`src/inc/sme_pkg.sv`:
```
// Purpose: Shared constants and types of the serial master controller
// Assumes: One packed config struct per chip select line
// Notes: Reset values of the control state live here
package sme_pkg;
    localparam int DEF_NCS = 4;
    localparam int DEF_BITS = 8;
    // Field widths and positions of a chip select config word
    localparam int DIV_W = 8;
    localparam int CFG_KEEP_POS = 0;
    localparam int CFG_PHASE_POS = 1;
    localparam int CFG_POL_POS = 2;
    localparam int CFG_DIV_POS = 3;
    // Divisor value that provokes the extra clock pulse
    localparam logic [DIV_W-1:0] DIV_ONE = 8'h01;
    // Edges added by the extra pulse
    localparam int EXTRA_EDGES = 2;
    // Reset values
    localparam logic RST_ENABLED = 1'b0;
    localparam logic RST_TX_EMPTY = 1'b1;
    localparam logic RST_FAULT = 1'b0;
    localparam logic RST_CS_N = 1'b1;
    // Pin sync stages
    localparam int SYNC_STAGES = 2;

    typedef struct packed {
        logic [DIV_W-1:0] serial_clock_divisor;
        logic clock_polarity;
        logic clock_phase_select;
        logic keep_select_after_transfer;
    } sme_cs_cfg_s;

    typedef enum logic [1:0] {
        ST_IDLE,
        ST_SHIFT,
        ST_HOLD
    } sme_state_e;
endpackage

```
`src/verilog/sme_buf.sv`:
```
// Purpose: Small valid/ready buffer between data register and shifter
// Assumes: DEPTH is a power of two
// Notes: Flush empties it in one cycle
`timescale 1ns/1ps
module sme_buf #(
    parameter int W = 8,
    parameter int DEPTH = 2
) (
    // Clock and reset
    input wire logic clk,
    input wire logic reset_n,
    input wire logic flush,
    // Fill side
    input wire logic in_valid,
    output logic in_ready,
    input wire logic [W-1:0] in_data,
    // Drain side
    output logic out_valid,
    input wire logic out_ready,
    output logic [W-1:0] out_data
);
    localparam int AW = (DEPTH > 1) ? $clog2(DEPTH) : 1;
    logic [W-1:0] mem [DEPTH];
    logic [AW-1:0] wr_ptr_ff;
    logic [AW-1:0] rd_ptr_ff;
    logic [AW:0] count_ff;
    logic push;
    logic pop;

    assign in_ready = (count_ff != (AW+1)'(DEPTH));
    assign out_valid = (count_ff != '0);
    assign out_data = mem[rd_ptr_ff];
    assign push = in_valid && in_ready;
    assign pop = out_valid && out_ready;

    always_ff @(posedge clk) begin
        if (push) begin
            mem[wr_ptr_ff] <= in_data;
        end
    end

    always_ff @(posedge clk or negedge reset_n) begin
        if (!reset_n) begin
            wr_ptr_ff <= '0;
            rd_ptr_ff <= '0;
            count_ff <= '0;
        end else if (flush) begin
            wr_ptr_ff <= '0;
            rd_ptr_ff <= '0;
            count_ff <= '0;
        end else begin
            if (push) begin
                wr_ptr_ff <= wr_ptr_ff + 1'b1;
            end
            if (pop) begin
                rd_ptr_ff <= rd_ptr_ff + 1'b1;
            end
            count_ff <= count_ff + (AW+1)'(push) - (AW+1)'(pop);
        end
    end
endmodule

```
`src/verilog/sme_master.sv`:
```
// Purpose: Serial master controller with its known silicon defects kept
// Assumes: Control bits arrive as plain ports on clk; pins are async
// Notes: Slave mode only receives; enable/disable are one-cycle pulses
`timescale 1ns/1ps
module sme_master #(
    parameter int NCS = sme_pkg::DEF_NCS,
    parameter int BITS = sme_pkg::DEF_BITS
) (
    // Clock and reset
    input wire logic clk,
    input wire logic reset_n,
    // Control register pulses and mode bits
    input wire logic enable_cmd,
    input wire logic disable_cmd,
    input wire logic software_reset_bit,
    input wire logic master_mode,
    input wire logic mode_fault_disable,
    input wire logic [$clog2(NCS)-1:0] cs_sel,
    input wire sme_pkg::sme_cs_cfg_s [NCS-1:0] chip_select_config,
    // Transmit data register write port, processor or DMA
    input wire logic data_wr,
    input wire logic [BITS-1:0] transmit_data_register,
    // Status
    output logic transmit_empty_flag,
    output logic dma_tx_req,
    output logic enabled,
    output logic mode_fault,
    output logic [BITS-1:0] rx_data,
    output logic rx_valid,
    // Serial pins
    output logic sck_o,
    output logic mosi_o,
    output logic [NCS-1:0] cs_n_o,
    input wire logic miso_i,
    input wire logic sck_i,
    input wire logic ss_n_i,
    input wire logic mosi_i,
    input wire logic fault_n_i
);
    localparam int EW = $clog2(2*BITS + sme_pkg::EXTRA_EDGES + 1);
    localparam int BW = $clog2(BITS + 1);
    localparam logic [EW-1:0] DATA_EDGES = EW'(2*BITS);

    sme_pkg::sme_state_e state_ff;
    sme_pkg::sme_cs_cfg_s cur_ff;
    logic en_ff, empty_ff, fault_ff, sck_ff, sck_q_ff, mosi_ff, extra_ff;
    logic [NCS-1:0] cs_n_ff;
    logic [BITS-1:0] tx_ff, rx_ff, rxo_ff;
    logic rxv_ff;
    logic [sme_pkg::DIV_W-1:0] div_cnt_ff;
    logic [EW-1:0] ecnt_ff, hcnt_ff;
    logic [BW-1:0] scnt_ff;
    logic [4:0] s1_ff, s2_ff;
    logic sck_s_q_ff;
    logic act_q_ff;
    logic buf_in_ready, buf_out_valid, buf_pop, push;
    logic [BITS-1:0] buf_data;
    logic stall, start, tick, last, leading, sample_e, extra_now;
    logic [sme_pkg::DIV_W-1:0] div_eff;
    logic [EW-1:0] total;
    logic any_one, any_other;

    // Pins pass two flops; first stage feeds only the second
    always_ff @(posedge clk or negedge reset_n) begin
        if (!reset_n) begin
            s1_ff <= 5'h1A;
            s2_ff <= 5'h1A;
        end else begin
            s1_ff <= {fault_n_i, ss_n_i, sck_i, mosi_i, miso_i};
            s2_ff <= s1_ff;
        end
    end

    // Dropped when disabled or when the flag is low
    assign push = en_ff && empty_ff && data_wr;

    sme_buf #(.W(BITS), .DEPTH(2)) u_buf (
        .clk(clk),
        .reset_n(reset_n),
        .flush(software_reset_bit),
        .in_valid(push),
        .in_ready(buf_in_ready),
        .in_data(transmit_data_register),
        .out_valid(buf_out_valid),
        .out_ready(buf_pop),
        .out_data(buf_data)
    );

    // Mixed divisor check over every chip select
    always_comb begin
        any_one = 1'b0;
        any_other = 1'b0;
        for (int i = 0; i < NCS; i++) begin
            if (chip_select_config[i].serial_clock_divisor == sme_pkg::DIV_ONE)
                any_one = 1'b1;
            else
                any_other = 1'b1;
        end
    end

    assign extra_now = any_one && any_other
        && chip_select_config[cs_sel].clock_polarity
        && !chip_select_config[cs_sel].clock_phase_select;
    assign stall = chip_select_config[0].keep_select_after_transfer
        && !mode_fault_disable;
    // Waiting for the line to settle keeps back-to-back frames distinct
    assign start = en_ff && master_mode && buf_out_valid && !stall
        && (sck_ff == sck_q_ff)
        && (state_ff == sme_pkg::ST_IDLE
            || (state_ff == sme_pkg::ST_HOLD
                && cur_ff == chip_select_config[cs_sel]));
    assign buf_pop = start;
    assign div_eff = (cur_ff.serial_clock_divisor == '0)
        ? sme_pkg::DIV_ONE : cur_ff.serial_clock_divisor;
    assign tick = (state_ff == sme_pkg::ST_SHIFT)
        && (div_cnt_ff == div_eff - 1'b1);
    assign total = DATA_EDGES
        + (extra_ff ? EW'(sme_pkg::EXTRA_EDGES) : '0);
    assign last = tick && (ecnt_ff == total - 1'b1);
    assign leading = !ecnt_ff[0];
    assign sample_e = cur_ff.clock_phase_select ? leading : !leading;

    // Enable, disable, software reset and mode fault
    always_ff @(posedge clk or negedge reset_n) begin
        if (!reset_n) begin
            en_ff <= sme_pkg::RST_ENABLED;
            fault_ff <= sme_pkg::RST_FAULT;
        end else if (software_reset_bit) begin
            en_ff <= sme_pkg::RST_ENABLED;
            fault_ff <= sme_pkg::RST_FAULT;
        end else if (master_mode && en_ff && !mode_fault_disable
                     && !s2_ff[4]) begin
            en_ff <= 1'b0;
            fault_ff <= 1'b1;
        end else if (enable_cmd) begin
            en_ff <= 1'b1;
        end else if (disable_cmd && master_mode) begin
            en_ff <= 1'b0;
        end
    end

    // Flag holds while disabled, so a DMA keeps pushing into nothing
    always_ff @(posedge clk or negedge reset_n) begin
        if (!reset_n) begin
            empty_ff <= sme_pkg::RST_TX_EMPTY;
        end else if (software_reset_bit) begin
            empty_ff <= sme_pkg::RST_TX_EMPTY;
        end else if (en_ff) begin
            if (push)
                empty_ff <= 1'b0;
            else if (buf_in_ready)
                empty_ff <= 1'b1;
        end
    end

    // Master sequencer and clock divider
    always_ff @(posedge clk or negedge reset_n) begin
        if (!reset_n) begin
            state_ff <= sme_pkg::ST_IDLE;
            cur_ff <= '0;
            extra_ff <= 1'b0;
            div_cnt_ff <= '0;
            ecnt_ff <= '0;
            sck_ff <= 1'b0;
            mosi_ff <= 1'b0;
            tx_ff <= '0;
            rx_ff <= '0;
            cs_n_ff <= {NCS{sme_pkg::RST_CS_N}};
        end else if (software_reset_bit || !en_ff) begin
            state_ff <= sme_pkg::ST_IDLE;
            cs_n_ff <= {NCS{sme_pkg::RST_CS_N}};
            sck_ff <= chip_select_config[cs_sel].clock_polarity;
        end else begin
            case (state_ff)
                sme_pkg::ST_IDLE, sme_pkg::ST_HOLD: begin
                    if (start) begin
                        state_ff <= sme_pkg::ST_SHIFT;
                        cur_ff <= chip_select_config[cs_sel];
                        extra_ff <= extra_now;
                        div_cnt_ff <= '0;
                        ecnt_ff <= '0;
                        cs_n_ff <= ~(NCS'(1) << cs_sel);
                        sck_ff <= chip_select_config[cs_sel].clock_polarity;
                        if (chip_select_config[cs_sel]
                                .clock_phase_select) begin
                            mosi_ff <= buf_data[BITS-1];
                            tx_ff <= buf_data << 1;
                        end else begin
                            tx_ff <= buf_data;
                        end
                    end else if (state_ff == sme_pkg::ST_IDLE) begin
                        sck_ff <= chip_select_config[cs_sel].clock_polarity;
                    end else if (cur_ff != chip_select_config[cs_sel]) begin
                        state_ff <= sme_pkg::ST_IDLE;
                        cs_n_ff <= {NCS{sme_pkg::RST_CS_N}};
                    end
                end
                sme_pkg::ST_SHIFT: begin
                    div_cnt_ff <= tick ? '0 : div_cnt_ff + 1'b1;
                    if (tick) begin
                        sck_ff <= ~sck_ff;
                        ecnt_ff <= ecnt_ff + 1'b1;
                        if (ecnt_ff < DATA_EDGES) begin
                            if (sample_e) begin
                                rx_ff <= {rx_ff[BITS-2:0], s2_ff[0]};
                            end else begin
                                mosi_ff <= tx_ff[BITS-1];
                                tx_ff <= tx_ff << 1;
                            end
                        end
                    end
                    if (last) begin
                        if (cur_ff.keep_select_after_transfer) begin
                            state_ff <= sme_pkg::ST_HOLD;
                        end else begin
                            state_ff <= sme_pkg::ST_IDLE;
                            cs_n_ff <= {NCS{sme_pkg::RST_CS_N}};
                        end
                    end
                end
                default: begin
                    state_ff <= sme_pkg::ST_IDLE;
                end
            endcase
        end
    end

    // Slave receive on rising edges of the synced link clock
    always_ff @(posedge clk or negedge reset_n) begin
        if (!reset_n) begin
            sck_s_q_ff <= 1'b0;
            scnt_ff <= '0;
            rxo_ff <= '0;
            rxv_ff <= 1'b0;
        end else begin
            sck_s_q_ff <= s2_ff[2];
            rxv_ff <= 1'b0;
            if (software_reset_bit || master_mode || s2_ff[3]) begin
                scnt_ff <= '0;
            end else if (en_ff && s2_ff[2] && !sck_s_q_ff) begin
                rxo_ff <= {rxo_ff[BITS-2:0], s2_ff[1]};
                if (scnt_ff == BW'(BITS - 1)) begin
                    scnt_ff <= '0;
                    rxv_ff <= 1'b1;
                end else begin
                    scnt_ff <= scnt_ff + 1'b1;
                end
            end
            if (master_mode && last) begin
                rxo_ff <= rx_ff;
                rxv_ff <= 1'b1;
            end
        end
    end

    // Edge counter on the pin clock for the checks; its delayed clock copy also gates start
    always_ff @(posedge clk or negedge reset_n) begin
        if (!reset_n) begin
            sck_q_ff <= 1'b0;
            act_q_ff <= 1'b0;
            hcnt_ff <= '0;
        end else begin
            sck_q_ff <= sck_ff;
            // Last edge lands as the state leaves shift, so look one back
            act_q_ff <= (state_ff == sme_pkg::ST_SHIFT);
            if (start)
                hcnt_ff <= '0;
            else if (sck_ff != sck_q_ff && act_q_ff)
                hcnt_ff <= hcnt_ff + 1'b1;
        end
    end

    assign transmit_empty_flag = empty_ff;
    assign dma_tx_req = empty_ff;
    assign enabled = en_ff;
    assign mode_fault = fault_ff;
    assign rx_data = rxo_ff;
    assign rx_valid = rxv_ff;
    assign sck_o = sck_ff;
    assign mosi_o = mosi_ff;
    assign cs_n_o = cs_n_ff;

    a_extra_pulse: assert property (
        @(posedge clk) disable iff (!reset_n)
        (last && en_ff && !software_reset_bit) |=> ##1
        (hcnt_ff == DATA_EDGES
            + (extra_ff ? EW'(sme_pkg::EXTRA_EDGES) : '0)))
        else $error("clock pulse count wrong for this frame");
    a_stall_hold: assert property (
        @(posedge clk) disable iff (!reset_n)
        (state_ff == sme_pkg::ST_IDLE && stall) |=>
        state_ff == sme_pkg::ST_IDLE)
        else $error("transfer began despite keep-select stall");
    a_flag_frozen: assert property (
        @(posedge clk) disable iff (!reset_n)
        (!en_ff && !software_reset_bit) |=> $stable(empty_ff))
        else $error("empty flag moved while disabled");
    a_write_drop: assert property (
        @(posedge clk) disable iff (!reset_n)
        (!en_ff && data_wr && !software_reset_bit) |->
        !push ##1 $stable(empty_ff))
        else $error("write taken while disabled");
    a_dma_keeps: assert property (
        @(posedge clk) disable iff (!reset_n)
        (!en_ff && dma_tx_req && !software_reset_bit && !enable_cmd)
        |=> dma_tx_req)
        else $error("DMA request dropped while disabled");
    a_slave_disable: assert property (
        @(posedge clk) disable iff (!reset_n)
        (!master_mode && en_ff && disable_cmd && !software_reset_bit)
        |=> en_ff)
        else $error("slave mode honoured disable");
    a_flag_clear: assert property (
        @(posedge clk) disable iff (!reset_n)
        (en_ff && empty_ff && data_wr && !software_reset_bit) |=>
        (!empty_ff && (!en_ff || !buf_in_ready))
            or (!empty_ff ##1 empty_ff))
        else $error("empty flag not cleared then set");
endmodule

```
`config.mk`:
```
export PLATFORM = sky130hd
export DESIGN_NAME = sme_master
export DESIGN_NICKNAME = d
export VERILOG_FILES = /design/src/inc/sme_pkg.sv /design/src/verilog/sme_buf.sv /design/src/verilog/sme_master.sv
export SDC_FILE = /design/constraint.sdc
export NUM_CORES = 1
export LEC_CHECK = 0
export BUFFER_PORTS_ARGS = -buffer_cell sky130_fd_sc_hd__buf_2
export CAP_MARGIN = 20
export CORE_UTILIZATION = 39
export CTS_CLUSTER_DIAMETER = 200
export DETAILED_ROUTE_END_ITERATION = 16
export MAX_ROUTING_LAYER = met4
export PLACE_DENSITY_LB_ADDON = 0.05
export SLEW_MARGIN = 0
export SYNTH_ARGS = -nofsm -noshare
export SYNTH_HDL_FRONTEND = slang
export SYNTH_SLANG_ARGS = --single-unit
export TNS_END_PERCENT = 10
```
`constraint.sdc`:
```
create_clock -name clk -period 3 [get_ports clk]
set_input_delay 0.15 -clock clk [delete_from_list [all_inputs] [get_ports clk]]
set_output_delay 0.15 -clock clk [all_outputs]
set_load 0.02 [all_outputs]
```
==> results of run 1 <==
==> layout make-up <==
cell class                 instances  area [um2]  share of cell area
sequential                        97        2521              0.3872
multi-input combinational        317        2552              0.3920
timing repair buffer             135       870.8              0.1337
clock buffer                      11       242.7             0.03728
tap                              172       215.2             0.03305
clock inverter                     5       56.30            0.008647
inverter                          14       52.55            0.008071
==> worst max-delay path by stage <==
stage                                endpoint  slack [ns]  cells after the start
finish              div_cnt_ff[6]$_DFFE_PN0P_        0.16                     12
global route             tx_ff[4]$_DFFE_PN0P_      -0.001                     11
CTS                      tx_ff[4]$_DFFE_PN0P_        0.02                     11
detailed placement       tx_ff[2]$_DFFE_PN0P_       -0.08                     10
global placement        cs_n_o[3]$_DFFE_PN1P_       -0.02                     11
floorplan                tx_ff[0]$_DFFE_PN0P_        0.02                     11
==> metal layers <==
| metal | track usage | share of wire | up-vias | routed length (um) |
|---|---|---|---|---|
| met5 | - | 0 | - | 0 |
| met4 | 0.05769 | 0.011 | 0 | 130 |
| met3 | 0.03973 | 0.033 | 9 | 387 |
| met2 | 0.3107 | 0.49 | 81 | 5787 |
| met1 | 0.2357 | 0.47 | 1984 | 5502 |
| li1 | - | - | 1916 | - |
==> synth_stat cells, types with 3 or more instances <==
cell type | instances | area share
mux4_2 | 18 | 0.078
mux2_1 | 19 | 0.041
inv_1 | 14 | 0.010
buf_6 | 3 | 0.0065
xor2_1 | 9 | 0.015
or4_1 | 4 | 0.0058
xnor2_1 | 18 | 0.030
mux2i_1 | 9 | 0.017
mux2_2 | 9 | 0.019
or3_1 | 3 | 0.0036
a2bb2oi_1 | 3 | 0.0050
nor2b_1 | 6 | 0.0072
nand4_1 | 9 | 0.011
nand2b_1 | 9 | 0.011
a22o_1 | 8 | 0.013
o21ai_0 | 14 | 0.013
a2111oi_0 | 3 | 0.0050
nand3_1 | 15 | 0.014
edfxtp_1 | 16 | 0.092
dfrtp_1 | 70 | 0.34
nor2_1 | 24 | 0.017
nor3_1 | 6 | 0.0058
nor4b_1 | 4 | 0.0067
a21o_1 | 9 | 0.013
dfstp_2 | 11 | 0.055
nand2_1 | 50 | 0.036
a21oi_1 | 15 | 0.014
buf_2 | 6 | 0.0058
clkbuf_1 | 11 | 0.0079
ha_1 | 6 | 0.014
nor4_1 | 4 | 0.0048
and3_1 | 3 | 0.0036
==> logic make-up (layout without fill, tap and decap cells) <==
family | count (synthesis) | after routing
muxes | 55 | 55
and+or+nand+nor | 148 | 148
AOI/OAI and AO/OA | 80 | 80
buffers and inverters | 37 | 165
DFF | 97 | 97
adders and majority gates | 6 | 6
xor gates and xnor gates | 28 | 28
==> timing repair <==
item                                    4_1_cts  5_1_grt
endpoints found under the setup margin       27       41
setup buffers                                 1        4
pin swaps                                     2        1
hold buffers                                 13        1
endpoints found under the hold margin        21       26
resized for setup                             2        3
==> worst register-to-register path, cell delays in order (launching register included) <==
cell and delay, ns:
dfrtp_1 0.41, nor4_4 0.29, a21oi_1 0.10, ha_1 0.31
xor2_1 0.15, o2111ai_1 0.13, a2111oi_2 0.26, and3_4 0.27
a31oi_2 0.16, buf_4 0.21, a21oi_1 0.19, buf_4 0.19
a21oi_1 0.05
==> registers in the layout (all words and copies together), names as in the netlist, 2 cells and up <==
signal	cells
rx_ff	8
cs_n_o	4
tx_ff	8
rx_data	8
div_cnt_ff	8
s2_ff	5
u_buf.mem	16
state_ff	2
cur_ff	11
scnt_ff	4
s1_ff	5
u_buf.count_ff	2
ecnt_ff	5
==> stage by stage <==
step / instance area (um2) / hold slack (ns) / utilization / total power, mW
after global placement: 5983 / 0.2545 / 0.4665 / 1.846
after floorplan: 5229 / -0.1456 / - / 1.693
after CTS: 6434 / 0.03602 / 0.5017 / 3.044
after global routing: 6511 / 0.09866 / 0.5077 / 3.151
after detailed placement: 5983 / 0.2564 / 0.4665 / 1.851
final: 6511 / 0.08571 / 0.5077 / 3.012
==> power by group <==
| group | internal, mW | leakage, nW | total, mW | switching (mW) |
|---|---|---|---|---|
| combinational | 0.217 | 1.56 | 0.439 | 0.221 |
| sequential | 1.38 | 1.21 | 1.41 | 0.0297 |
| clock | 0.668 | 0.145 | 1.16 | 0.493 |
| total | 2.27 | 2.92 | 3.01 | 0.744 |
==> summary.md, run 1 <==
| Metric | Value |
|---|---|
| Drt pass-1 iters | 5 |
| Combinational family with the most area after synthesis | multiplexers |
| HP Start | master_mode |
| Final setup violation count | 0 |
| Max Clock Skew | around 0.012 ns |
| DR vias | approximately 4k |
| Post-Synth Adder-Cell Area | 0.01438 |
| I/O Buffers | 85 |
| Outcome | complete, no violations |
| First-pass GRT wire length | 20.27 mm |
| Fin nets | 647 |
| Most frequent CP cell | a21oi_1 |
| Non-Filler Instances | 751 |
| Routed WL | 11.81 mm |
| CTS Buf Count | 9 |
| Crit-path cells | nor4_4 > a21oi_1 > ha_1 > xor2_1 > o2111ai_1 > a2111oi_2 > and3_4 > a31oi_2 > buf_4 > a21oi_1 > buf_4 > a21oi_1 |
| RSZ-0062 raised after global routing | yes |
| R2R Path Start | cur_ff[5]$_DFFE_PN0P_ |
| Die ar. | about 14,000 um2 |
| IO Count | 86 |
| Family with the most delay on the worst path | compound AO/OA/AOI/OAI gates |
| P per Cell Area | 462.6 nW/um2 |
| CTS H-Tree Depth | 3 |
| Max FO, Critical Path | 5 |
| Die Y | 117.7 um |
| Critical R2R Capture | div_cnt_ff[6]$_DFFE_PN0P_ |
| Critical path's slowest cell | dfrtp_1 |
| Synth Net Count | 524 |
| Synth Register Bits | 97 |
| Die W | 117.7 um |
| 1st-iter DRT viols | 191 |
| Via density | 5.313 |
| Synth Area in XOR/XNOR | 0.05058 |
| Actual slew at the worst max-slew pin | approximately 0.57 ns |
| Tot GR Track Use | 0.1898 |
| Maximum number of pins on one net before global-route repair | between 80 and 90 |
| Post-Synth Simple-Gate Area | 0.1496 |
| DRC | 0 |
| Placed cells | 715 |
| Slew margin rel. | 0.6219 |
| Critical Path RT | 3.22 ns |
| Slowest stage delay, CP | 0.41 ns |
| Cell Area, Synth | 5220 um2 |
| Worst Hold Class | primary input to flip-flop |
| Synth unique cells | 64 |
| Worst Setup End Kind | flip-flop |
| Commonest non-fill, non-tap cell in the layout | buf_2 |
| Pre-CTS setup slack | -0.07645 ns |
| Asr flop ratio synth | 0.8351 |
| Most frequent cells in the layout | buf_2, dfrtp_1, nand2_1, buf_4, nor2_1 |
| Routed Antenna Nets | 0 |
| WL/cell | 15.72 um |
| Crit share post-route | 0.9466 |
| Fmax | 0.3521 GHz |
| Post-synth EDFFs | 16 |
| Setup Total Neg Slack | 0 ns |
| Synth warnings | 0 |
| Final worst slack | 0.1602 ns |
| CP bufs+invs | 2 |
| Crit Path Category | flip-flop to flip-flop |
| Sequential area share after synthesis | 0.4830 |
| GR Overflow Total | 0 |
| Layout cells sized above 1 | 0.3230 |
| Fillers | between 1k and 1.5k |
| Critical path arrival | 3.06 ns |
| Reg2Reg Setup Slack | between 0.15 and 0.2 ns |
| Initial antenna violation count | 0 |
| Hold-critical path depth | 2 |
| ANT cells | 0 |
| Core Area | 12,820 um2 |
| Worst VDD drop | 0.0003617 V |
| CTS tree | yes |
| Post-synth top flop | dfrtp_1 |
| Initial Util | 0.4070 |
| Synthesized area per cell | between 10 and 15 um2 |
| FP Rows | 41 |
| Min Tclk post-route | 2.840 ns |
| Leak | around 2.9 nW |
| Multiplexer share of the synthesized area | 0.1553 |
| Clock root cell | clkbuf_16 |
| Hpwl dp | 8.574 mm |
| Fin. Hold Viols | 0 |
| GP Congestion | 0.8600 |
| Synth Area in Compound Gates | 0.1141 |
| Clock Latency Late Sink | 0.35 ns |
| Max Transition Viols Final | 0 |
| Reg clk slew, reported paths | 0.07 ns |
| CTS max path bufs | 2 |
| Max-cap violations | 0 |
| Synth Instances | 451 |
| Worst R2R Path Depth | 12 |
| Worst setup path start | cur_ff[5]$_DFFE_PN0P_ |
| Clock tree sinks | slightly below 100 |
| End of the worst hold path | enabled$_DFFE_PN0P_ |
| P&R area growth vs syn | 24.74% |
| Vias in the first global route | 4,120 |
| CP startpoint kind | flip-flop |
Note: power is estimated with default switching activity, not from simulation.
==> inputs of run 2 (changes only) <==
==> constraint.sdc (replaced) <==
create_clock -name clk -period 3.03 [get_ports clk]
set_input_delay 0.1515 -clock clk [delete_from_list [all_inputs] [get_ports clk]]
set_output_delay 0.1515 -clock clk [all_outputs]
set_load 0.02 [all_outputs]
==> run 2 against run 1 <==
  * Setup slack got worse by 0.076 ns
  * Worst hold slack barely moved
  * Highest routed layer unchanged
  * Register-to-register slack got worse by 0.08 ns
  * Flip-flop and latch count did not move
  * Global-route usage fell by 0.31 points
  * Sequential power barely moved
  * Wire length fell by 1.9%
  * Clock skew fell by 0.0043 ns
  * Critical path type unchanged
  * First-iteration DRC count fell by 8.9%
  * Via count fell by 1.8%
  * Maximum frequency fell by 3.6%
==> summary.md, run 2 (synthesized netlist as in run 1, its figures left out) <==
| Metric | Value |
|---|---|
| Placed cell areas | 5968 um2 (-0.25%) |
| Worst Hold Class | primary input to flip-flop |
| 1st-iter DRT viols | 174 (-8.9%) |
| Outcome | complete, no violations |
| Max Transition Viols Final | 0 (unchanged) |
| Crit share post-route | 0.9723 (+0.02564) |
| Top flop regs | u_buf.mem: 16 flops, cur_ff: 11 flops |
| Reg clk slew, reported paths | 0.07 ns (about the same) |
| GP Congestion | 0.8154 (-5.2%) |
| Commonest non-fill, non-tap cell in the layout | buf_2 |
| Clock root cell | clkbuf_16 |
| Post-route cell area | 6460 um2 (-0.79%) |
| R2R Path Start | cur_ff[5]$_DFFE_PN0P_ |
| Layout cells sized above 1 | 0.3206 (-0.002413) |
| Crit-path cells | nor4_4 > a21oi_1 > ha_1 > xor2_1 > o2111ai_1 > a2111oi_1 > and3_2 > a31oi_4 > a21oi_4 > mux2_1 |
| Family with the most delay on the worst path | compound AO/OA/AOI/OAI gates |
| Max-cap violations | 0 (unchanged) |
| GR Overflow Total | 0 (unchanged) |
| Worst Setup End Kind | flip-flop |
| Reg with most FFs | u_buf.mem |
| Max FO, Critical Path | 8 (+3) |
| CTS max path bufs | 2 (unchanged) |
| Maximum number of pins on one net before global-route repair | 82 (unchanged) |
| Hold Worst Slack | 0.08592 ns (+0.0002057 ns) |
| Most frequent cells in the layout | buf_2, dfrtp_1, nand2_1, buf_4, nor2_1 |
| Critical R2R Capture | tx_ff[0]$_DFFE_PN0P_ |
| Die Y | 117.7 um (unchanged) |
| Fin nets | 642 (-0.77%) |
| Worst VDD drop | 0.0003209 V (-11%) |
| ANT cells | 0 (unchanged) |
| Initial Util | 0.4070 (unchanged) |
| Routed Antenna Nets | 0 (unchanged) |
| Actual slew at the worst max-slew pin | 0.6829 ns (+0.1158 ns) |
| Die W | 117.7 um (unchanged) |
| Vias in the first global route | 4,083 (-0.90%) |
| IO Count | 86 (unchanged) |
| Slew margin rel. | 0.5399 (-0.08203) |
| Initial antenna violation count | 0 (unchanged) |
| Worst setup path start | cur_ff[5]$_DFFE_PN0P_ |
| DR vias | 3,917 (-1.8%) |
| Critical path's slowest cell | dfrtp_1 |
| P&R area growth vs syn | 23.75% |
| Clock tree sinks | 97 (unchanged) |
| Drt pass-1 iters | 6 (+1) |
| DRC | 0 (unchanged) |
| Fillers | 1,194 (+3.1%) |
| Critical Path RT | 3.25 ns (+0.03 ns) |
| Pwr Total | 2.944 mW (-2.3%) |
| Crit Path Category | flip-flop to flip-flop |
| End of the worst hold path | enabled$_DFFE_PN0P_ |
| FP Rows | 41 (unchanged) |
| CTS Buf Count | 9 (unchanged) |
| CTS tree | yes |
| Reg2Reg Setup Slack | 0.08 ns (-0.08 ns) |
| RSZ-0062 raised after global routing | yes |
| Via density | 5.251 (-1.2%) |
| CTS H-Tree Depth | 3 (unchanged) |
| Setup Total Neg Slack | 0 ns (unchanged) |
| Leak | 2.891 nW (-0.92%) |
| I/O Buffers | 85 (unchanged) |
| Hpwl dp | 8.633 mm (+0.68%) |
| Number of flip-flops in the largest register | 16 (unchanged) |
| HP Start | master_mode |
| Max Clock Skew | 0.008141 ns (-0.004278 ns) |
| Final setup violation count | 0 (unchanged) |
| First-pass GRT wire length | 20.06 mm (-1.0%) |
| Tot GR Track Use | 0.1867 (-0.003134) |
| Critical path arrival | 3.17 ns (+0.11 ns) |
| Worst R2R Path Depth | 10 (-2) |
| Core Area | 12,820 um2 (unchanged) |
| Slowest stage delay, CP | 0.40 ns (about the same) |
| Fin. Hold Viols | 0 (unchanged) |
| Die ar. | 13,850 um2 (unchanged) |
| Min Tclk post-route | 2.946 ns (+0.1061 ns) |
| Routed WL | 11.58 mm (-1.9%) |
| CP bufs+invs | 0 (-2) |
| P per Cell Area | 455.7 nW/um2 (-1.5%) |
| Fmax | 0.3395 GHz (-3.6%) |
| WL/cell | 15.53 um (-1.2%) |
| CP startpoint kind | flip-flop |
| Hold-critical path depth | 2 (unchanged) |
| Clock Latency Late Sink | 0.34 ns (about the same) |
## run 2: layout make-up
cell class / instances / area (um2) / share of cell area
Multi-Input combinational cell: 317 / 2559 / 0.3961
Sequential cell: 97 / 2521 / 0.3903
Timing Repair Buffer: 130 / 813.3 / 0.1259
Clock buffer: 11 / 264.0 / 0.04087
Tap cell: 172 / 215.2 / 0.03331
Inverter: 14 / 52.55 / 0.008135
Clock inverter: 5 / 35.03 / 0.005423
## run 2: worst max-delay path by stage
stage | to | depth (start not counted) | slack (ns)
after CTS | tx_ff[0]$_DFFE_PN0P_ | 10 | 0.0009
after floorplan | tx_ff[0]$_DFFE_PN0P_ | 11 | 0.05
after global placement | tx_ff[3]$_DFFE_PN0P_ | 10 | 0.02
after global routing | tx_ff[0]$_DFFE_PN0P_ | 10 | -0.04
final | tx_ff[0]$_DFFE_PN0P_ | 10 | 0.08
after detailed placement | tx_ff[0]$_DFFE_PN0P_ | 10 | -0.06
## run 2: repair_timing
item	4_1_cts	5_1_grt
buffers inserted	0	2
resized for setup	1	5
pin swaps	1	3
setup endpoints to repair	24	41
hold endpoints to repair	21	33
hold buffers	13	1
## run 2: routing by layer
layer,GRT usage,vias to the layer above,part of all wire
li1,-,1902,-
met1,0.2346,1941,0.47
met2,0.3077,67,0.49
met3,0.04167,7,0.031
met4,0.04087,0,0.0087
met5,-,-,0
## run 2: report_power, final
| group | total (mW) | switching, mW | internal (mW) |
|---|---|---|---|
| Clock | 1.11 | 0.485 | 0.630 |
| Sequential | 1.40 | 0.0286 | 1.37 |
| Combinational | 0.431 | 0.220 | 0.211 |
| Total | 2.94 | 0.734 | 2.21 |
## run 2: through the flow
step	worst slack [ns]	util	cells
CTS	0.0008873	0.4989	742
global route	-0.03834	0.5037	746
global placement	0.02240	0.4654	713
finish	0.08406	0.5037	746
detailed placement	-0.06423	0.4654	713
floorplan	0.04679	-	451
